`src/rtl/wdt_map.vh`:
```
`ifndef WDT_MAP_VH
`define WDT_MAP_VH
// ----------------------------------------
// register offsets
// ----------------------------------------
`define WDT_CONTROL_ADDR 8'hd3
`define WDT_COUNT_ADDR 8'hfd
// ----------------------------------------
// control fields and reset value
// ----------------------------------------
`define WDT_CONTROL_RESET 8'h00
`define WDT_KEY_HI 7
`define WDT_KEY_LO 4
`define WDT_SEL_HI 3
`define WDT_SEL_LO 2
`define WDT_CNT_CLR_BIT 1
`define WDT_DIV_CLR_BIT 0
`define WDT_DISABLE_KEY 4'ha
// ----------------------------------------
// prescale ratios and stabilization tap
// ----------------------------------------
`define WDT_DIV_4096 2'h0
`define WDT_DIV_1024 2'h1
`define WDT_DIV_128 2'h2
`define WDT_DIV_16 2'h3
`define WDT_DIV_WIDTH 12
`define WDT_STAB_BIT 3
`endif

```
`src/rtl/wdt_prescaler.v`:
```
`timescale 1ns/1ns
`default_nettype none
`include "wdt_map.vh"
module wdt_prescaler #(
	parameter WIDTH = `WDT_DIV_WIDTH
) (
	input  wire       clk,
	input  wire       rst,
	input  wire       clear,
	input  wire [1:0] sel,
	output reg        tick
);
	reg  [WIDTH-1:0] div;
	wire [WIDTH-1:0] next_div;
	reg              wrap;

	assign next_div = div + {{(WIDTH-1){1'b0}}, 1'b1};

	// ----------------------------------------
	// tap select: a tick when the chosen low field wraps to zero
	// ----------------------------------------
	always @* begin
		case (sel)
			`WDT_DIV_4096: wrap = (next_div[11:0] == 12'h000);
			`WDT_DIV_1024: wrap = (next_div[9:0] == 10'h000);
			`WDT_DIV_128: wrap = (next_div[6:0] == 7'h00);
			`WDT_DIV_16: wrap = (next_div[3:0] == 4'h0);
			default: wrap = 1'b0;
		endcase
	end

	always @(posedge clk or posedge rst) begin
		if (rst) begin
			div <= {WIDTH{1'b0}};
			tick <= 1'b0;
		end else if (clear) begin
			div <= {WIDTH{1'b0}};
			tick <= 1'b0;
		end else begin
			div <= next_div;
			tick <= wrap;
		end
	end
endmodule // wdt_prescaler
`default_nettype wire

```
`src/rtl/wdt_basic_timer.v`:
```
// Contract
// - counter clock is system clock divided by 4096, 1024, 128 or 16.
// - 8-bit count register at FDH, read only.
// - control register at D3H, readable and writable.
// - reset clears control to 00H: watchdog on, divide by 4096.
// - watchdog off only while control bits 7..4 hold 1010B.
// - writing one to control bit 1 clears the counter at once.
// - writing one to control bit 0 clears the timer dividers.
// - enabled watchdog resets the system when the counter overflows bit 7; the code resets only in ST_RUN, not during stabilization.
// - after stop ends, count at divide 4096 after reset, else preset rate.
// - hold CPU clock off until counter bit 3 overflows, then signal done.
`timescale 1ns/1ns
`default_nettype none
`include "wdt_map.vh"
module wdt_basic_timer (
	input  wire       CLK,
	input  wire       SYS_RST,
	input  wire [7:0] REG_ADDR,
	input  wire       REG_WR,
	input  wire       REG_RD,
	input  wire [7:0] REG_WDATA,
	input  wire       STOP_MODE,
	input  wire       STOP_WAKE,
	output reg  [7:0] REG_RDATA,
	output reg        WDT_RESET,
	output reg        DIV_CLEAR,
	output reg        CPU_CLK_EN,
	output reg        STAB_DONE
);
	// ----------------------------------------
	// stabilization states
	// ----------------------------------------
	// leaving stop always re-runs the interval, whatever woke the part
	localparam [1:0] ST_STAB = 2'b00;
	localparam [1:0] ST_RUN  = 2'b01;
	localparam [1:0] ST_STOP = 2'b10;

	reg  [7:0] timer_control;
	reg  [7:0] next_control;
	reg  [7:0] timer_count;
	reg  [7:0] next_count;
	reg  [7:0] next_rdata;
	reg  [1:0] state;
	reg  [1:0] next_state;
	reg        stop_s1;
	reg        stop_s2;
	reg        wake_s1;
	reg        wake_s2;
	reg        wake_d;
	wire       tick;
	wire       wr_ctl;
	wire       cnt_clear;
	wire       div_clear;
	wire       wake_edge;
	wire       count_step;
	wire       wd_enabled;
	wire       overflow;
	wire       stab_ovf;

	// ----------------------------------------
	// decode helpers
	// ----------------------------------------
	function hits;
		input       strobe;
		input [7:0] addr;
		input [7:0] target;
		begin
			hits = strobe && (addr == target);
		end
	endfunction

	// a clear bit acts only when written as one; zero is a no-op
	function one_shot;
		input         write;
		input [7:0]   data;
		input integer pos;
		begin
			one_shot = write && data[pos];
		end
	endfunction

	function key_off;
		input [7:0] ctl;
		begin
			key_off = (ctl[`WDT_KEY_HI:`WDT_KEY_LO] == `WDT_DISABLE_KEY);
		end
	endfunction

	// ----------------------------------------
	// pin synchronisers
	// ----------------------------------------
	always @(posedge CLK or posedge SYS_RST) begin
		if (SYS_RST) begin
			stop_s1 <= 1'b0;
			stop_s2 <= 1'b0;
			wake_s1 <= 1'b0;
			wake_s2 <= 1'b0;
			wake_d <= 1'b0;
		end else begin
			stop_s1 <= STOP_MODE;
			stop_s2 <= stop_s1;
			wake_s1 <= STOP_WAKE;
			wake_s2 <= wake_s1;
			wake_d <= wake_s2;
		end
	end

	// ----------------------------------------
	// strobes and events
	// ----------------------------------------
	assign wr_ctl = hits(REG_WR, REG_ADDR, `WDT_CONTROL_ADDR);
	assign cnt_clear = one_shot(wr_ctl, REG_WDATA, `WDT_CNT_CLR_BIT);
	assign div_clear = one_shot(wr_ctl, REG_WDATA, `WDT_DIV_CLR_BIT);
	assign wake_edge = wake_s2 && !wake_d;
	// a clear or wake in the tick cycle wins, so a clear at 0xff averts the reset
	assign count_step = tick && !stop_s2 && !cnt_clear && !wake_edge;
	assign wd_enabled = !key_off(timer_control);
	assign overflow = count_step && (timer_count == 8'hff);
	assign stab_ovf = count_step && (timer_count[`WDT_STAB_BIT:0] == 4'hf);

	// divider clear pulse also restarts the prescaler here
	wdt_prescaler #(
		.WIDTH(`WDT_DIV_WIDTH)
	) u_prescaler (
		.clk  (CLK),
		.rst  (SYS_RST),
		.clear(div_clear),
		.sel  (timer_control[`WDT_SEL_HI:`WDT_SEL_LO]),
		.tick (tick)
	);

	// ----------------------------------------
	// control register
	// ----------------------------------------
	// clear bits are never stored, so they read back as zero
	always @* begin
		next_control = timer_control;
		if (wr_ctl)
			next_control = {REG_WDATA[7:2], 2'b00};
	end

	always @(posedge CLK or posedge SYS_RST) begin
		if (SYS_RST)
			timer_control <= `WDT_CONTROL_RESET;
		else
			timer_control <= next_control;
	end

	// ----------------------------------------
	// counter; frozen in stop mode since the oscillator is off
	// ----------------------------------------
	always @* begin
		next_count = timer_count;
		if (cnt_clear)
			next_count = 8'h00;
		else if (wake_edge)
			next_count = 8'h00;
		else if (count_step)
			next_count = timer_count + 8'h01;
	end

	always @(posedge CLK or posedge SYS_RST) begin
		if (SYS_RST)
			timer_count <= 8'h00;
		else
			timer_count <= next_count;
	end

	// ----------------------------------------
	// stabilization interval
	// ----------------------------------------
	always @* begin
		next_state = state;
		case (state)
			ST_STAB: begin
				if (stop_s2)
					next_state = ST_STOP;
				else if (stab_ovf)
					next_state = ST_RUN;
			end
			ST_RUN: begin
				if (stop_s2)
					next_state = ST_STOP;
			end
			ST_STOP: begin
				if (!stop_s2)
					next_state = ST_STAB;
			end
			default: begin
				next_state = ST_STAB;
			end
		endcase
	end

	// cpu clock stays gated for the whole interval after reset and after stop
	always @(posedge CLK or posedge SYS_RST) begin
		if (SYS_RST) begin
			state <= ST_STAB;
			CPU_CLK_EN <= 1'b0;
			STAB_DONE <= 1'b0;
		end else begin
			state <= next_state;
			CPU_CLK_EN <= (next_state == ST_RUN);
			STAB_DONE <= (state == ST_STAB) && (next_state == ST_RUN);
		end
	end

	// ----------------------------------------
	// watchdog reset and divider pulse
	// ----------------------------------------
	// the watchdog sleeps through stabilization; the count restarts only after reset, a wake edge or a bit 1 clear write, not when stop ends alone
	always @(posedge CLK or posedge SYS_RST) begin
		if (SYS_RST) begin
			WDT_RESET <= 1'b0;
			DIV_CLEAR <= 1'b0;
		end else begin
			WDT_RESET <= overflow && wd_enabled && (state == ST_RUN);
			DIV_CLEAR <= div_clear;
		end
	end

	// ----------------------------------------
	// read port
	// ----------------------------------------
	always @* begin
		case (REG_ADDR)
			`WDT_CONTROL_ADDR: next_rdata = timer_control;
			`WDT_COUNT_ADDR: next_rdata = timer_count;
			default: next_rdata = 8'h00;
		endcase
	end

	always @(posedge CLK or posedge SYS_RST) begin
		if (SYS_RST)
			REG_RDATA <= 8'h00;
		else if (REG_RD)
			REG_RDATA <= next_rdata;
	end
endmodule // wdt_basic_timer
`default_nettype wire

```
`config.mk`:
```
export PLATFORM = sky130hd
export DESIGN_NAME = wdt_basic_timer
export DESIGN_NICKNAME = d
export VERILOG_FILES = /design/src/rtl/wdt_prescaler.v /design/src/rtl/wdt_basic_timer.v
export VERILOG_INCLUDE_DIRS = /design/src /design/src/rtl
export SDC_FILE = /design/constraint.sdc
export NUM_CORES = 1
export LEC_CHECK = 0
export ABC_AREA = 1
export BUFFER_PORTS_ARGS = -buffer_cell sky130_fd_sc_hd__buf_2
export CORE_AREA = 5 5 81 83
export DETAILED_ROUTE_END_ITERATION = 12
export DIE_AREA = 0 0 86 88
export SYNTH_ARGS = -nofsm -noshare
export SYNTH_HDL_FRONTEND = slang
export SYNTH_SLANG_ARGS = --single-unit
```
`constraint.sdc`:
```
create_clock -name CLK -period 4.1 [get_ports CLK]
set_input_delay 0.41 -clock CLK [delete_from_list [all_inputs] [get_ports CLK]]
set_output_delay 0.41 -clock CLK [all_outputs]
set_load 0.05 [all_outputs]
```
==> impl_metrics.csv <==
group,metric,value,unit
power_and_ir_drop,p_seq_share,47.6,%
routing,via_per_inst,4.63,
worst_setup_path,crit_family,"simple AND/OR/NAND/NOR gates",
place,hpwl,3460,um
timing,fin_crit_sh,36.5,%
clock_tree,numCtsBuffers,5,
global_routing,grt_max_degree,47,
power_and_ir_drop,p_clk_share,29.7,%
layout,layout_commonest_cell,"nand2_1",
routing,final_antenna_net_count,0,
clock_tree,post_cts_buffers,0,
clock_tree,cts_resized,0,
timing,setup_viol_count_final,0,
clock_tree,htreeDepth,2,
clock_tree,clockBufferDepth,2,
layout,final_cells,383,
logic_synthesis,synth_edf_count,0,
clock_tree,clock_latency,0.31,ns
die,rows,28,
place,place_ws,2.31,ns
routing,vias,1775,
place,place_congestion,0.805,
power_and_ir_drop,p_leak,1.40,nW
worst_setup_path,cp_slowest_cell,"dfrtp_1",
worst_setup_path,crit_buf_inv,0,
clock_tree,clk_pin_slew,0.08,ns
job,max-cap-violations,0,
power_and_ir_drop,total_power,1.14,mW
logic_synthesis,avgSynthCellArea,8.30,sq um
die,ios,34,
timing,whs,0.214,ns
clock_tree,root_buffer,"clkbuf_8",
status,status,"completed",
layout,drive_gt1_share,19.8,%
timing,finalMaxSlewViolations,0,
routing,avgRoutedWirePerCell,11.8,um
power_and_ir_drop,ir_drop,198,uV
global_routing,grt_overflow,0,
layout,mostFrequentLayoutCells,"nand2_1 (69), inv_1 (49), dfrtp_1 (46)",
layout,nNetsFinal,331,
timing,tightest_slew,0.931,ns
power_and_ir_drop,sw_frac_of_total,32.0,%
timing,fmax,0.668,GHz
routing,drt_iter0_markers,83,
routing,totalWireLength,4530,um
worst_setup_path,startpoint_type,"register",
logic_synthesis,ys_seq_area_share,51.3,%
layout,antennaDiodeCount,0,
routing,route.detailed.drc,0,
logic_synthesis,synth_nets,294,
worst_setup_path,arrival,1.73,ns
global_routing,grt_pass1_vias,1681,
power_and_ir_drop,switching_power,0.365,mW
global_routing,grt_pass1_wl,7600,um
die,dieArea,7570,sq um
timing,hold_viol,0,
worst_setup_path,slowest_delay,0.38,ns
place,dp.cells,375,
clock_tree,cts_hold_buf,0,
logic_synthesis,netlist_instances,270,
place,portBuffers,33,
global_routing,grt_usage,12.9,%
worst_setup_path,cp_cell_sequence,"ha_1, nand2_1, nor2_2, xnor2_1, nand3_1, o21ai_0, nand2_2, a21oi_2",
clock_tree,clock-sinks,46,
layout,synthToLayoutAreaGrowth,15.6,%
logic_synthesis,synth_area,2240,sq um
logic_synthesis,ys_async_sr_fraction,100,%
worst_setup_path,crit_type,"register to register",
timing,relSlewSlack,37.8,%
worst_setup_path,cp.required,4.33,ns
worst_setup_path,critPathCaptureType,"register",
logic_synthesis,synth_ff_type,"dfrtp_1",
timing,grt_setup_unrepaired,"false",
routing,drtPass1Iterations,6,
worst_setup_path,path_max_fanout,5,
die,initial_utilization,38.8,%
die,die_w,86,um
logic_synthesis,yosys_warnings,0,
timing,fin_ws,2.60,ns
power_and_ir_drop,combPwrFrac,22.7,%
min_path,hold_path_class,"input port to register",
timing,setup_tns,0,ns
timing,clock_skew,0.0150,ns
global_routing,antenna_found_initial,0,
logic_synthesis,ys_ff_latch,46,
die,fp.dieH,88,um
power_and_ir_drop,powerDensity,441,nW/um^2
timing,finalCriticalPeriod,1.50,ns
logic_synthesis,synth_cell_types,31,
die,coreArea,5780,sq um
clock_tree,cts_tree,"built",
power_and_ir_drop,intPower,0.778,mW
flip-flops by register name (all words and copies together) (netlist names):
name and flops:
CPU_CLK_EN 1, DIV_CLEAR 1, REG_RDATA 8, STAB_DONE 1, WDT_RESET 1, state 2
stop_s1 1, stop_s2 1, timer_control 6, timer_count 8, u_prescaler.div 12, u_prescaler.tick 1
wake_d 1, wake_s1 1, wake_s2 1
per-layer routing:
metal | vias to the layer above | wire, um | global-route usage [%]
met5 | - | 0 | 0
met2 | 35 | 2090 | 20.1
met1 | 815 | 2160 | 17.1
met4 | 0 | 34 | 3.88
li1 | 921 | - | -
met3 | 4 | 250 | 4.05
layout make-up:
class,count,area [sq um]
fill,575,3190
sequential,46,1150
multi-input combinational,169,875
inverter,52,195
timing repair buffer,33,165
tap,75,93.8
clock buffer,5,68.8
clock inverter,3,43.8
final timing paths:
| check | cells after the start | slack [ns] | to | start |
|---|---|---|---|---|
| hold / removal | 1 | 0.21 | stop_s1 | STOP_MODE |
| setup / recovery | 8 | 2.60 | u_prescaler.tick | u_prescaler.div[1] |
| setup reg to reg | 8 | 2.60 | u_prescaler.tick | u_prescaler.div[1] |
| max in group asynchronous | 2 | 3.20 | REG_RDATA[7] | SYS_RST |
| min in group asynchronous | 2 | 0.31 | timer_control[5] | SYS_RST |
| hold reg to reg | 0 | 0.35 | wake_s2 | wake_s1 |
synthesized netlist by cell type, types with 2 or more instances:
| cell | n | area, sq um |
|---|---|---|
| a21oi_1 | 5 | 25.0 |
| buf_2 | 2 | 10.0 |
| dfrtp_1 | 46 | 1150 |
| ha_1 | 2 | 25.0 |
| inv_1 | 50 | 188 |
| nand2_1 | 69 | 259 |
| nand2_2 | 5 | 31.3 |
| nand2_4 | 2 | 22.5 |
| nand3_1 | 17 | 85.1 |
| nand3_2 | 2 | 20.0 |
| nand4_1 | 11 | 68.8 |
| nor2_1 | 17 | 63.8 |
| nor2_2 | 2 | 12.5 |
| nor2_4 | 3 | 33.8 |
| nor3_1 | 2 | 10.0 |
| o21ai_0 | 10 | 50.1 |
| o22ai_1 | 6 | 37.5 |
| o31ai_1 | 2 | 15.0 |
| or2_2 | 2 | 12.5 |
| xor2_1 | 4 | 35.0 |
kinds of logic (layout without fill, tap and decap cells):
group	after synthesis	in the layout	share of synthesized area, %
buf+inv	55	93	9.65
compound gates	27	27	7.03
xor+xnor	5	5	1.95
flops	46	46	51.3
fa+ha+maj	2	2	1.12
simple gates	135	135	28.9
stage by stage:
step	util (%)	cell area [sq um]
floorplan	-	2240
global placement	42.9	2480
detailed placement	42.9	2480
CTS	44.8	2590
global route	44.8	2590
finish	44.8	2590
power by group through the flow:
stage                     Sequential, mW  Combinational (mW)  Clock, mW
after global routing               0.552               0.300      0.371
after CTS                          0.544               0.265      0.352
after global placement             0.554               0.255          0
final                              0.544               0.259      0.340
after floorplan                    0.543               0.208          0
after detailed placement           0.553               0.262          0
worst register-to-register path, stage by stage, from the launching register on:
cell,delay [ns]
dfrtp_1,0.38
ha_1,0.24
nand2_1,0.12
nor2_2,0.15
xnor2_1,0.17
nand3_1,0.10
o21ai_0,0.10
nand2_2,0.07
a21oi_2,0.10
(Power assumes the default switching activity.)
